**src/wst_pkg.sv**
```systemverilog
`default_nettype none
// ****************************************************************
// constants of the weld status process image
// ****************************************************************
package wst_pkg;

  // ****************************************************************
  // process-image addresses
  // ****************************************************************
  localparam logic [15:0] STAT_G1 = 16'hF100; // always reserved
  localparam logic [15:0] STAT_G2 = 16'hF101; // readiness, arc, range errors
  localparam logic [15:0] STAT_G3 = 16'hF102; // welding mode and image
  localparam logic [15:0] STAT_G4 = 16'hF103; // stabilizers, contact faults
  localparam logic [15:0] STAT_G5 = 16'hF104; // sensors and safety
  localparam logic [15:0] STAT_G6 = 16'hF105; // limit, sync, mains, warning
  localparam logic [15:0] STAT_G7 = 16'hF106; // always reserved
  localparam logic [15:0] STAT_G8 = 16'hF107; // mirrored option inputs
  localparam int NUM_WORDS = 8; // consecutive status words
  localparam logic [15:0] STAT_RESET = 16'h0000; // every word after reset

  // ****************************************************************
  // robot control word fields
  // ****************************************************************
  localparam int CTL_MODE_LSB = 0; // five-bit working-mode field
  localparam int CTL_CMDSEL_BIT = 14; // command value selection
  localparam logic [4:0] MODE_CODE_IPS = 5'h00; // internal parameter selection
  localparam logic [4:0] MODE_CODE_SPECIAL2 = 5'h01; // special two-step
  localparam logic [4:0] MODE_CODE_JOB = 5'h02; // job mode
  localparam logic [4:0] MODE_CODE_TWO_STEP = 5'h08; // two-step characteristics
  localparam logic [4:0] MODE_CODE_MANUAL2 = 5'h09; // two-step manual
  localparam logic [4:0] MODE_CODE_STOP_COOL = 5'h11; // stop cooling unit
  localparam logic [4:0] WELD_MODE_MAX = 5'h08; // highest defined process code

  // ****************************************************************
  // status word bit positions
  // ****************************************************************
  localparam int G2_HEARTBEAT = 0;
  localparam int G2_CMD_OOR = 10;
  localparam int G2_CORR_OOR = 11;
  localparam int G3_PARAM_INT = 8;
  localparam int G3_CHAR_VALID = 9;
  localparam int G3_IMAGE_B0 = 14;
  localparam int G3_IMAGE_B1 = 15;
  localparam int G4_SHORT_TIP = 14;
  localparam int G4_NOZZLE = 15;
  localparam int G5_SENSOR4 = 4;
  localparam int G5_SAFETY_LSB = 11;
  localparam int G5_NOTIFY = 14;
  localparam int G5_NOT_READY = 15;
  localparam int G6_LIMIT = 0;
  localparam int G6_TANDEM_SYNC = 9;
  localparam int G6_MAINS = 10;
  localparam int G6_WARNING = 14;

  // ****************************************************************
  // power-source pin positions in the packed input vector
  // ****************************************************************
  localparam int SP_G2_LO = 0; // 6 bits: word2 bits 1..5 and touch
  localparam int SP_TORCHBODY = 6;
  localparam int SP_PROC_ACT = 7;
  localparam int SP_MOTION_REL = 8;
  localparam int SP_WIRE_STICK = 9;
  localparam int SP_WELD_MODE = 10; // 5 bits
  localparam int SP_PARAM_INT = 15;
  localparam int SP_CHAR_VALID = 16;
  localparam int SP_RETROFIT = 17;
  localparam int SP_STAB = 18; // 2 bits: penetration, arc length
  localparam int SP_SHORT_TIP = 20;
  localparam int SP_NOZZLE = 21;
  localparam int SP_SENSOR = 22; // 4 bits
  localparam int SP_SAFETY = 26; // 2 bits
  localparam int SP_NOTIFY = 28;
  localparam int SP_NOT_READY = 29;
  localparam int SP_LIMIT = 30;
  localparam int SP_TANDEM = 31;
  localparam int SP_MAINS = 32;
  localparam int SP_WARNING = 33;
  localparam int SP_OPT_IN = 34; // 8 bits
  localparam int SP_RUNNING = 42;
  localparam int SRC_W = 43;

  // ****************************************************************
  // timing and value limits
  // ****************************************************************
  localparam int unsigned CLK_PERIOD_NS = 10;
  localparam int unsigned HB_HALF_PERIOD_MS = 500; // half of the 1 Hz period
  localparam int unsigned HB_HALF_CYCLES = HB_HALF_PERIOD_MS * 1000000 / CLK_PERIOD_NS;
  localparam logic [15:0] FEED_MIN = 16'h0000; // 0.00 m/min
  localparam logic [15:0] FEED_MAX = 16'h2710; // 100.00 m/min
  localparam logic [15:0] CUR_MIN = 16'h0000; // 0.0 A
  localparam logic [15:0] CUR_MAX = 16'h7FFF; // 3276.7 A
  localparam logic [15:0] CORR_MIN = 16'hFF9C; // -10.0
  localparam logic [15:0] CORR_MAX = 16'h0064; // +10.0

  // decoded robot working mode
  typedef enum logic [2:0] {
    WM_IPS = 3'h0,
    WM_SPECIAL2 = 3'h1,
    WM_JOB = 3'h2,
    WM_TWO_STEP = 3'h3,
    WM_MANUAL2 = 3'h4,
    WM_STOP_COOL = 3'h5,
    WM_UNDEF = 3'h6
  } wst_work_mode_t;

endpackage : wst_pkg
`default_nettype wire

```
**src/wst_sync_if.sv**
```systemverilog
`timescale 1ns/10ps
`default_nettype none
// ****************************************************************
// raw and synchronised power-source pins
// ****************************************************************
interface wst_sync_if #(
  parameter int W = 43
);
  logic [W-1:0] raw; // straight from the pins
  logic [W-1:0] synced; // after two flip-flops
  modport sync_side (input raw, output synced);
  modport user_side (output raw, input synced);
endinterface : wst_sync_if
`default_nettype wire

```
**src/wst_pin_sync.sv**
```systemverilog
`timescale 1ns/10ps
`default_nettype none
// ****************************************************************
// two-stage synchroniser bank for the power-source pins
// ****************************************************************
module wst_pin_sync #(
  parameter int W = 43
) (
  input wire logic clock,
  input wire logic reset,
  wst_sync_if.sync_side pins
);

  logic [W-1:0] meta_q; // first stage, read only by the second stage
  logic [W-1:0] sync_q; // second stage, safe to use

  // one pair of flops per pin
  for (genvar i = 0; i < W; i++) begin : g_bit
    always_ff @(posedge clock or posedge reset) begin
      if (reset) begin
        meta_q[i] <= 1'b0;
        sync_q[i] <= 1'b0;
      end else begin
        meta_q[i] <= pins.raw[i];
        sync_q[i] <= meta_q[i];
      end
    end
  end

  assign pins.synced = sync_q;

endmodule : wst_pin_sync
`default_nettype wire

```
**src/wst_status_image.sv**
```systemverilog
`timescale 1ns/10ps
`default_nettype none
// Function
// - zero selects internal parameters, 00010 job
// - codes 00001,01000,01001,10001 decode; others undefined
// - control bit 14 picks feeder or current
// - eight status words at F100 to F107
// - word F101 bit 10: command out of range
// - word F101 bit 11: correction out of range
// - F103 bit14 tip short, bit15 nozzle
// - F104 bits 0-2 sensors, 11-12 safety
// - F104 bit 4 carries sensor four
// - five welding-mode bits report active process
// - image bits read 00 standard, 10 retrofit
// - safety field two bits, passed through
module wst_status_image #(
  parameter int unsigned HB_HALF = wst_pkg::HB_HALF_CYCLES, // cycles per heartbeat level
  parameter int SRC_W = wst_pkg::SRC_W
) (
  input wire logic clock,
  input wire logic reset,
  input wire logic [SRC_W-1:0] src_pins,
  input wire logic [15:0] ctl_word,
  input wire logic [15:0] cmd_value,
  input wire logic [15:0] arc_corr,
  input wire logic [15:0] pulse_corr,
  input wire logic pd_cycle,
  input wire logic pd_rd,
  input wire logic [15:0] pd_addr,
  output logic pd_rvalid_q,
  output logic [15:0] pd_rdata_q,
  output logic pd_err_q,
  output wst_pkg::wst_work_mode_t work_mode_q,
  output logic mode_undef_q,
  output logic cmd_is_current_q,
  output logic heartbeat_q
);

  // ****************************************************************
  // pin synchronisation
  // ****************************************************************
  // pins come from another domain, so each crosses
  // two flops before any decode reads it
  wst_sync_if #(.W(SRC_W)) sync_bus ();
  logic [SRC_W-1:0] s; // synchronised pins

  assign sync_bus.raw = src_pins;
  assign s = sync_bus.synced;

  // one flop pair per pin
  wst_pin_sync #(.W(SRC_W)) u_sync (
    .clock(clock),
    .reset(reset),
    .pins(sync_bus)
  );

  // ****************************************************************
  // working-mode and command selection decode
  // ****************************************************************
  logic [4:0] mode_field; // robot working-mode field
  wst_pkg::wst_work_mode_t mode_d;

  // mode field sits in the low five bits
  assign mode_field = ctl_word[wst_pkg::CTL_MODE_LSB +: 5];

  // plain table lookup; unlisted codes fall to undefined
  always_comb begin
    case (mode_field)
      wst_pkg::MODE_CODE_IPS: mode_d = wst_pkg::WM_IPS;
      wst_pkg::MODE_CODE_JOB: mode_d = wst_pkg::WM_JOB;
      wst_pkg::MODE_CODE_SPECIAL2: mode_d = wst_pkg::WM_SPECIAL2;
      wst_pkg::MODE_CODE_TWO_STEP: mode_d = wst_pkg::WM_TWO_STEP;
      wst_pkg::MODE_CODE_MANUAL2: mode_d = wst_pkg::WM_MANUAL2;
      wst_pkg::MODE_CODE_STOP_COOL: mode_d = wst_pkg::WM_STOP_COOL;
      default: mode_d = wst_pkg::WM_UNDEF;
    endcase
  end

  // decoded mode follows the control word every cycle
  // same clock as the robot side, no synchroniser
  always_ff @(posedge clock or posedge reset) begin
    if (reset) begin
      // reset leaves internal parameter selection
      work_mode_q <= wst_pkg::WM_IPS;
      mode_undef_q <= 1'b0;
      cmd_is_current_q <= 1'b0;
    end else begin
      // all three outputs move together, one cycle late
      work_mode_q <= mode_d;
      mode_undef_q <= (mode_d == wst_pkg::WM_UNDEF);
      cmd_is_current_q <= ctl_word[wst_pkg::CTL_CMDSEL_BIT];
    end
  end

  // ****************************************************************
  // set-value range checks
  // ****************************************************************
  logic cmd_oor; // command outside the window of its meaning
  logic corr_oor; // either correction outside plus or minus ten
  // window bounds for the selected meaning
  logic [15:0] cmd_lo;
  logic [15:0] cmd_hi;

  // the window depends on how the command value is interpreted
  always_comb begin
    if (ctl_word[wst_pkg::CTL_CMDSEL_BIT]) begin
      // welding current: positive half of the word
      cmd_lo = wst_pkg::CUR_MIN;
      cmd_hi = wst_pkg::CUR_MAX;
    end else begin
      // wire feeder: zero up to the feeder ceiling
      cmd_lo = wst_pkg::FEED_MIN;
      cmd_hi = wst_pkg::FEED_MAX;
    end
    // signed compare: a negative command is out of range
    cmd_oor = ($signed(cmd_value) < $signed(cmd_lo)) ||
              ($signed(cmd_value) > $signed(cmd_hi));
    // one flag for both corrections; the robot cannot tell which
    corr_oor = ($signed(arc_corr) < $signed(wst_pkg::CORR_MIN)) ||
               ($signed(arc_corr) > $signed(wst_pkg::CORR_MAX)) ||
               ($signed(pulse_corr) < $signed(wst_pkg::CORR_MIN)) ||
               ($signed(pulse_corr) > $signed(wst_pkg::CORR_MAX));
  end

  // ****************************************************************
  // heartbeat
  // ****************************************************************
  logic [31:0] hb_cnt_q; // cycles spent in the current level

  // stopped source holds the beat low so a dead link is visible
  always_ff @(posedge clock or posedge reset) begin
    if (reset) begin
      hb_cnt_q <= 32'h00000000;
      heartbeat_q <= 1'b0;
    // stopped: clear, so a restart begins a full half period
    end else if (!s[wst_pkg::SP_RUNNING]) begin
      hb_cnt_q <= 32'h00000000;
      heartbeat_q <= 1'b0;
    // running: flip the beat at the end of each half period
    end else if (hb_cnt_q == HB_HALF - 1) begin
      hb_cnt_q <= 32'h00000000;
      heartbeat_q <= ~heartbeat_q;
    end else begin
      // still inside the current level
      hb_cnt_q <= hb_cnt_q + 32'h00000001;
    end
  end

  // ****************************************************************
  // status word assembly
  // ****************************************************************
  logic [15:0] words_d [wst_pkg::NUM_WORDS];
  logic [15:0] words_q [wst_pkg::NUM_WORDS];
  logic [4:0] weld_mode; // only defined process codes pass

  // unknown process codes read as internal mode selection
  assign weld_mode = (s[wst_pkg::SP_WELD_MODE +: 5] > wst_pkg::WELD_MODE_MAX) ?
                     5'h00 : s[wst_pkg::SP_WELD_MODE +: 5];

  // reserved bits stay zero; groups one and seven carry nothing
  always_comb begin
    for (int w = 0; w < wst_pkg::NUM_WORDS; w++) begin
      words_d[w] = wst_pkg::STAT_RESET;
    end
    // group two: readiness, arc, range errors
    words_d[1][wst_pkg::G2_HEARTBEAT] = heartbeat_q;
    words_d[1][6:1] = s[wst_pkg::SP_G2_LO +: 6];
    // touch rides on pin five; bit six stays reserved
    words_d[1][8] = s[wst_pkg::SP_G2_LO + 5];
    words_d[1][6] = 1'b0;
    words_d[1][9] = s[wst_pkg::SP_TORCHBODY];
    words_d[1][wst_pkg::G2_CMD_OOR] = cmd_oor;
    words_d[1][wst_pkg::G2_CORR_OOR] = corr_oor;
    words_d[1][12] = s[wst_pkg::SP_PROC_ACT];
    words_d[1][13] = s[wst_pkg::SP_MOTION_REL];
    words_d[1][14] = s[wst_pkg::SP_WIRE_STICK];
    // group three: process, selection flags, image
    words_d[2][4:0] = weld_mode;
    words_d[2][wst_pkg::G3_PARAM_INT] = s[wst_pkg::SP_PARAM_INT];
    words_d[2][wst_pkg::G3_CHAR_VALID] = s[wst_pkg::SP_CHAR_VALID];
    words_d[2][wst_pkg::G3_IMAGE_B0] = 1'b0;
    words_d[2][wst_pkg::G3_IMAGE_B1] = s[wst_pkg::SP_RETROFIT];
    // group four: stabilizers and contact faults
    words_d[3][1:0] = s[wst_pkg::SP_STAB +: 2];
    words_d[3][wst_pkg::G4_SHORT_TIP] = s[wst_pkg::SP_SHORT_TIP];
    words_d[3][wst_pkg::G4_NOZZLE] = s[wst_pkg::SP_NOZZLE];
    // group five: sensors, safety field, notices
    words_d[4][2:0] = s[wst_pkg::SP_SENSOR +: 3];
    words_d[4][wst_pkg::G5_SENSOR4] = s[wst_pkg::SP_SENSOR + 3];
    words_d[4][wst_pkg::G5_SAFETY_LSB +: 2] = s[wst_pkg::SP_SAFETY +: 2];
    words_d[4][wst_pkg::G5_NOTIFY] = s[wst_pkg::SP_NOTIFY];
    words_d[4][wst_pkg::G5_NOT_READY] = s[wst_pkg::SP_NOT_READY];
    // group six: limit, sync, mains, warning
    words_d[5][wst_pkg::G6_LIMIT] = s[wst_pkg::SP_LIMIT];
    words_d[5][wst_pkg::G6_TANDEM_SYNC] = s[wst_pkg::SP_TANDEM];
    words_d[5][wst_pkg::G6_MAINS] = s[wst_pkg::SP_MAINS];
    words_d[5][wst_pkg::G6_WARNING] = s[wst_pkg::SP_WARNING];
    // group eight: option inputs, one to one
    words_d[7][7:0] = s[wst_pkg::SP_OPT_IN +: 8];
  end

  // all eight words are captured on the same edge, so a read between
  // cycles never sees a half-updated image; the price is up to one
  // process-data cycle of extra latency
  always_ff @(posedge clock or posedge reset) begin
    if (reset) begin
      // reset empties the whole image
      for (int w = 0; w < wst_pkg::NUM_WORDS; w++) begin
        words_q[w] <= wst_pkg::STAT_RESET;
      end
    // strobe: every word from the same cycle
    end else if (pd_cycle) begin
      for (int w = 0; w < wst_pkg::NUM_WORDS; w++) begin
        words_q[w] <= words_d[w];
      end
    end
  end

  // ****************************************************************
  // process-data read port
  // ****************************************************************
  logic addr_hit; // address inside F100..F107

  assign addr_hit = (pd_addr[15:3] == wst_pkg::STAT_G1[15:3]);

  // answer one cycle after the read request; unmapped reads give zero and an error
  always_ff @(posedge clock or posedge reset) begin
    if (reset) begin
      pd_rvalid_q <= 1'b0;
      pd_rdata_q <= wst_pkg::STAT_RESET;
      pd_err_q <= 1'b0;
    // mapped: word chosen by the low address bits
    end else if (pd_rd && addr_hit) begin
      pd_rvalid_q <= 1'b1;
      pd_rdata_q <= words_q[pd_addr[2:0]];
      pd_err_q <= 1'b0;
    // outside the block: refuse with zero data
    end else if (pd_rd) begin
      pd_rvalid_q <= 1'b1;
      pd_rdata_q <= wst_pkg::STAT_RESET;
      pd_err_q <= 1'b1;
    end else begin
      // idle: zero data, so a stray sample shows nothing
      pd_rvalid_q <= 1'b0;
      pd_rdata_q <= wst_pkg::STAT_RESET;
      pd_err_q <= 1'b0;
    end
  end

  // ****************************************************************
  // checks
  // ****************************************************************
  job_decode_a: assert property (@(posedge clock) disable iff (reset)
    (mode_field == 5'h02) |=> (work_mode_q == wst_pkg::WM_JOB))
    else $error("job code not decoded");
  cool_decode_a: assert property (@(posedge clock) disable iff (reset)
    (mode_field == 5'h11) |=> (work_mode_q == wst_pkg::WM_STOP_COOL) && !mode_undef_q)
    else $error("stop cooling code not decoded");
  cmd_select_a: assert property (@(posedge clock) disable iff (reset)
    ##1 (cmd_is_current_q == $past(ctl_word[14])))
    else $error("command selection not followed");
  unmapped_read_a: assert property (@(posedge clock) disable iff (reset)
    (pd_rd && (pd_addr[15:3] != 13'h1E20)) |=> pd_rvalid_q && pd_err_q && (pd_rdata_q == 16'h0000))
    else $error("unmapped read not refused");
  cmd_range_a: assert property (@(posedge clock) disable iff (reset)
    (pd_cycle && !ctl_word[14] && ($signed(cmd_value) > 16'sh2710)) |=> words_q[1][10])
    else $error("feeder command over range not flagged");
  corr_range_a: assert property (@(posedge clock) disable iff (reset)
    (pd_cycle && ($signed(arc_corr) < -16'sd100)) |=> words_q[1][11])
    else $error("correction under range not flagged");
  contact_bits_a: assert property (@(posedge clock) disable iff (reset)
    pd_cycle |=> (words_q[3][15:14] == $past(s[21:20])))
    else $error("contact faults not reported");
  sensor_bits_a: assert property (@(posedge clock) disable iff (reset)
    pd_cycle |=> (words_q[4][2:0] == $past(s[24:22])) && (words_q[4][4] == $past(s[25])))
    else $error("sensor bits not reported");
  hb_period_a: assert property (@(posedge clock) disable iff (reset)
    $changed(heartbeat_q) && s[42] && $past(s[42]) |-> $past(hb_cnt_q) == HB_HALF - 1)
    else $error("heartbeat toggled at the wrong time");
  image_hold_a: assert property (@(posedge clock) disable iff (reset)
    !pd_cycle |=> $stable(words_q[1]) && $stable(words_q[4]) && $stable(words_q[7]))
    else $error("status word changed outside a cycle");
  image_code_a: assert property (@(posedge clock) disable iff (reset)
    (words_q[2][14] == 1'b0) && (words_q[0] == 16'h0000) && (words_q[6] == 16'h0000))
    else $error("illegal image code or reserved word set");
  read_answer_a: assert property (@(posedge clock) disable iff (reset)
    ##1 (pd_rvalid_q == $past(pd_rd)))
    else $error("read not answered in one cycle");
  weld_clamp_a: assert property (@(posedge clock) disable iff (reset)
    (pd_cycle && (s[14:10] > 5'h08)) |=> (words_q[2][4:0] == 5'h00))
    else $error("undefined process code passed");
  safety_field_a: assert property (@(posedge clock) disable iff (reset)
    pd_cycle |=> (words_q[4][12:11] == $past(s[27:26])))
    else $error("safety field not passed through");
  beat_idle_a: assert property (@(posedge clock) disable iff (reset)
    !s[42] |=> !heartbeat_q)
    else $error("heartbeat ran while stopped");

endmodule : wst_status_image
`default_nettype wire

```
**config.mk**
```make
export PLATFORM = sky130hd
export DESIGN_NAME = wst_status_image
export DESIGN_NICKNAME = d
export VERILOG_FILES = /design/src/wst_pkg.sv /design/src/wst_sync_if.sv /design/src/wst_pin_sync.sv /design/src/wst_status_image.sv
export SDC_FILE = /design/constraint.sdc
export NUM_CORES = 1
export LEC_CHECK = 0
export ABC_AREA = 1
export BUFFER_PORTS_ARGS = -buffer_cell sky130_fd_sc_hd__buf_4
export CAP_MARGIN = 20
export CORE_AREA = 2 2 140 142
export DETAILED_ROUTE_END_ITERATION = 8
export DIE_AREA = 0 0 142 144
export PLACE_DENSITY = 0.71
export SYNTH_ARGS = -nofsm -noshare
export SYNTH_HDL_FRONTEND = slang
export SYNTH_SLANG_ARGS = --single-unit
```
**constraint.sdc**
```tcl
create_clock -name clock -period 7.8 [get_ports clock]
set_input_delay 1.56 -clock clock [delete_from_list [all_inputs] [get_ports clock]]
set_output_delay 1.56 -clock clock [all_outputs]
set_load 0.01 [all_outputs]
```
After elaboration in Yosys (flattened, before gate mapping)
Cells that the tools add are included.
{ "classes": {"add_sub_neg": 1, "multipliers": 0, "div_mod_pow": 0, "n_lt_le_gt_ge": 8, "n_eq_ne": 9, "shifts": 0, "n_mux": 14, "bitwise": 2, "reduce_logical": 6} }
{ "op_table": {"columns": ["operator", "count"], "rows": [
  ["2-to-1 mux 32 bit", 2],
  ["binary-select mux 16 bit (select 3 bit)", 1],
  ["2-to-1 mux 16 bit", 3],
  ["adder 32 x 1 -> 32 bit, second input constant", 1],
  ["== test 32 x 26 -> 1 bit, second input constant", 1],
  ["> comparator 16 x 8 -> 1 bit, second input constant", 2],
  ["< comparator 16 x 8 -> 1 bit, second input constant", 2],
  ["one-hot mux 3 bit (6 select lines)", 1],
  ["> comparator 16 bit", 1],
  ["< comparator 16 x 1 -> 1 bit, second input constant", 1],
  ["2-to-1 mux 15 bit", 1],
  ["== test 13 bit, second input constant", 1],
  ["== test 5 x 4 -> 1 bit, second input constant", 2],
  ["== test 5 x 1 -> 1 bit, second input constant", 1],
  ["== test 5 x 2 -> 1 bit, second input constant", 1],
  ["== test 5 bit, second input constant", 1],
  ["> comparator 5 x 4 -> 1 bit, second input constant", 1],
  ["logical NOT 5 bit", 1],
  ["2-to-1 mux 1 bit", 5],
  ["2-to-1 mux 5 bit", 1],
  ["greater-or-equal comparator 4 bit, second input constant", 1],
  ["logical OR 1 bit", 4],
  ["inverter 3 -> 4 bit", 1],
  ["== test 3 bit, second input constant", 1],
  ["other kinds (3)", 3]
]} }
{ "word_totals": {"regBits": 187, "latchBits": 0, "ramBits": 0, "romBits": 0, "in_bits": 127, "out_inout_bits": 24, "wordCells": 140, "n_memories": 0} }

Depth between registers and ports, before layout
{ "logic_depth": {"ltp_word": 5, "depth_mapped": 13, "ltp_nobuf": 13} }

By module
Synthesis repeated with hierarchy kept, for this count alone.
{ "unflattened": {"hier_cells": 810, "hier_area_um2": 7494.7} }
{ "by_module_without_submodules": {"columns": ["mod", "instances", "cells_each", "area_per_inst_um2", "seq_area_each_um2"], "rows": [
  ["wst_status_image", 1, 723, 5338.9, 2527.4],
  ["wst_pin_sync", 1, 87, 2155.8, 2152.1]
]} }

Worst setup path after synthesis
No wires, ideal clock.
{ "synth_path": {"path_type": "input to register", "start": "input ctl_word[14]", "end": "register words_q[106] (netlist bit)", "setup_ns": 0.118, "t_arrival_ns": 2.500, "required_time_ns": 7.682, "path_slack_ns": 5.182, "cell_stages": 10, "path_buffers": 0, "cell_sequence": "inv_1 ha_1 a21oi_1 nor2_1 nor2_1 nand2_1 nand2_1 nand2_1 nand3_1 nand2_1"} }
{ "synth_via": {"elab_chain_cells": 3} }
{ "synth_lines": {"columns": ["element", "line", "text"], "rows": [
  ["start, declared", "wst_status_image.sv:23", "input wire logic [15:0] ctl_word,"],
  ["2-to-1 mux 15 bit", "wst_status_image.sv:106", "if (ctl_word[wst_pkg::CTL_CMDSEL_BIT]) begin"],
  ["> comparator 16 bit", "wst_status_image.sv:117", "($signed(cmd_value) > $signed(cmd_hi));"],
  ["logical OR 1 bit", "wst_status_image.sv:116", "cmd_oor = ($signed(cmd_value) < $signed(cmd_lo)) ||"],
  ["end signal, assigned by index", "wst_status_image.sv:209", "words_q[w] <= wst_pkg::STAT_RESET;"],
  ["end signal, assigned by index", "wst_status_image.sv:214", "words_q[w] <= words_d[w];"],
  ["end, declared", "wst_status_image.sv:153", "logic [15:0] words_q [wst_pkg::NUM_WORDS];"]
]} }
Every way passes these cells.
A chain may end at the register's enable or synchronous reset.

==> results.json <==
{
  "post_cts_buffers": 0,
  "r2r-end": "hb_cnt_q[13]",
  "nFillCells": 1806,
  "die_h_um": 144,
  "routedWlPerCell_um": 13.83,
  "routed_wl_mm": 16.63,
  "rows": 51,
  "io_buffers": 140,
  "ant_nets": 0,
  "die_w_um": 142,
  "path_clk_slew_ns": 0.07,
  "grt_antenna_before_repair": 0,
  "place_hpwl_mm": 12.24,
  "p_int_w": 0.001606,
  "syn_area_um2": 7491,
  "synth_commonest_cells": "nand2_1, dfrtp_1, nor2_1",
  "r2r_setup_slack_ns": 5.93,
  "die_area_um2": 20450,
  "hold_slack_ns": 0.3431,
  "hold_viol": 0,
  "yosysUniqueCellTypes": 33,
  "reg2reg_from": "hb_cnt_q[0]",
  "startpoint_type": "primary input",
  "placed_cell_area_um2": 8778,
  "postSynth.asyncResetShare_pct": 100.0,
  "maxCapViolCount": 0,
  "synth_nets": 947,
  "clock_latency_ns": 0.43,
  "cts_buffers": 17,
  "htreeDepth": 4,
  "worstPathArrival_ns": 3.01,
  "max_freq_mhz": 371.2,
  "finalSetupViolCount": 0,
  "grt_pass1_wl_mm": 27.00,
  "power_switching_w": 0.0004837,
  "avgSynthCellArea_um2": 9.259,
  "final_area_um2": 9399,
  "grt_use_total_pct": 17.21,
  "core_region_area_um2": 19080,
  "reg2regPathDepth": 8,
  "grt_start_max_net_pins": 72,
  "cp_data_required_time_ns": 8.11,
  "holdCritStartpoint": "u_sync.meta_q[8]",
  "syn_inst": 809,
  "grt_pass1_vias": 5595,
  "yosysSeqAreaShare_pct": 62.47,
  "critPathMaxFanout": 71,
  "cts_tree": "yes",
  "synthFlopType": "dfrtp_1",
  "vias_per_cell": 4.751,
  "cts_root_buf": "clkbuf_16",
  "ys_warn_count": 0,
  "cts.sinks": 187,
  "p_clk_share_pct": 43.4,
  "nets": 1089,
  "yosysTopAreaCell": "dfrtp_1",
  "switching_share_pct": 23.15,
  "path_class": "primary input to register",
  "p_leak_nw": 4.517,
  "synthTopCellsByArea": "dfrtp_1, nand2_1, nor2_1",
  "io-pin-count": 151,
  "num_vias": 5711,
  "clock_path_buffers": 2,
  "synth_edf_count": 0,
  "period_needed_ns": 2.694,
  "drive_above_1_share_pct": 19.29,
  "hold_buffers": 0,
  "drtIter0Drc": 370,
  "min_path_cells": 0,
  "yosysMostFrequentCell": "nand2_1",
  "rsz0062_at_grt": "no",
  "setup_tns_ns": 0,
  "synth_top_area_share_pct": 62.47,
  "max_slew_margin_pct": 45.64,
  "pwr-share-comb_pct": 7.1,
  "power_frac_seq_pct": 49.5,
  "drv_slew": 0,
  "grt_overflow": 0,
  "tightest_slew_ns": 0.8154,
  "initial_core_util_pct": 39.26,
  "vdd.ir_drop.worst_mv": 0.1600,
  "synth-seq-cells": 187,
  "drc": 0,
  "fin_worst_skew_ns": 0.009029,
  "cts_resized": 0,
  "end_kind": "register",
  "status": "finished, final reports clean",
  "first_pass_iters": 7,
  "hold-path-endpoint": "u_sync.pins.synced[8]",
  "powerDensity_nw_per_um2": 222.3,
  "insertedDiodeCount": 0,
  "fin_crit_sh_pct": 34.54,
  "routabilityCongestion": 0.8835,
  "hold_class": "register to register",
  "area_growth_syn_to_layout_pct": 25.47
}
==> metal layers <==
| layer | vias up | wire length, um | global-route usage [%] |
|---|---|---|---|
| met5 | - | 0 | 0 |
| met4 | 0 | 324 | 6.368 |
| met2 | 154 | 8060 | 29.27 |
| met1 | 2698 | 7225 | 21.04 |
| li1 | 2829 | - | - |
| met3 | 30 | 1018 | 4.801 |
==> placed cells by master, fill, tap and decap left out, types with 3 or more instances in the layout <==
master	n
nand2_1	215
dfrtp_1	187
buf_4	142
nor2_1	120
inv_1	87
nand3_1	38
o21ai_0	37
nor3_1	18
clkbuf_16	17
nand4_1	15
a21oi_1	11
ha_1	11
xor2_1	8
o221ai_1	6
inv_6	6
nand3b_1	4
o211ai_1	3
nor3_2	3
nor2_2	3
xnor2_1	3
inv_8	3
bufinv_16	3
==> power by group through the flow <==
stage          clock network, W  logic [W]  registers [W]
2_1_floorplan                 0  0.0000761        0.00105
3_3_place_gp                  0   0.000148        0.00105
3_5_place_dp                  0   0.000151        0.00105
4_1_cts                0.000930   0.000152        0.00103
5_1_grt                0.000975   0.000171        0.00104
6_report               0.000907   0.000149        0.00103
==> stage by stage <==
| step | utilization (%) | setup WS (ns) | total power, W | std cells |
|---|---|---|---|---|
| floorplan | - | 1.155 | 0.001123 | 809 |
| global placement | 46.01 | 4.718 | 0.001199 | 1170 |
| detailed placement | 46.01 | 4.706 | 0.001204 | 1170 |
| CTS | 49.26 | 5.157 | 0.002116 | 1202 |
| global route | 49.26 | 4.949 | 0.002184 | 1202 |
| finish | 49.26 | 5.106 | 0.002089 | 1202 |
==> registers in the layout, indices dropped and copies added, names as in the netlist <==
| register | count |
|---|---|
| mode_undef_q | 1 |
| cmd_is_current_q | 1 |
| words_q | 45 |
| pd_err_q | 1 |
| u_sync.pins.synced | 43 |
| heartbeat_q | 1 |
| pd_rvalid_q | 1 |
| u_sync.meta_q | 43 |
| work_mode_q | 3 |
| hb_cnt_q | 32 |
| pd_rdata_q | 16 |
==> worst max-delay path, stage by stage <==
cell	delay [ns]
buf_4	0.48
clkinv_1	0.64
nand2_1	0.21
nand2_1	0.07
==> worst max-delay path by stage <==
| stage | depth (start not counted) | start | end | slack [ns] |
|---|---|---|---|---|
| 2_1_floorplan | 1 | reset | cmd_is_current_q | 1.15 |
| 3_5_place_dp | 4 | pd_cycle | words_q[3] | 4.71 |
| 6_report | 4 | pd_cycle | words_q[3] | 5.11 |
| 5_1_grt | 4 | pd_cycle | words_q[3] | 4.95 |
| 3_3_place_gp | 4 | pd_cycle | words_q[65] | 4.72 |
| 4_1_cts | 4 | pd_cycle | words_q[3] | 5.16 |
==> cell type report <==
type / instances / area, um^2 / share of cell area (%)
timing repair buffer: 142 / 1066 / 11.34
sequential: 187 / 4679 / 49.79
multi-input combinational: 513 / 2392 / 25.45
inverter: 90 / 342.8 / 3.648
tap: 238 / 297.8 / 3.168
clock inverter: 13 / 177.7 / 1.890
clock buffer: 19 / 442.9 / 4.712
==> logic make-up (layout without fill, tap and decap cells) <==
group                    count (synthesis)  in the layout  share of synthesized area, %
AND/OR/NAND/NOR                        426            426                         23.83
flip-flops                             187            187                         62.47
buffers and inverters                  109            264                         5.595
AO/OA/AOI/OAI                           65             65                         4.977
adder cells (fa/ha/maj)                 11             11                         1.837
XOR/XNOR                                11             11                         1.286
Power figures use the tool's default switching activity.
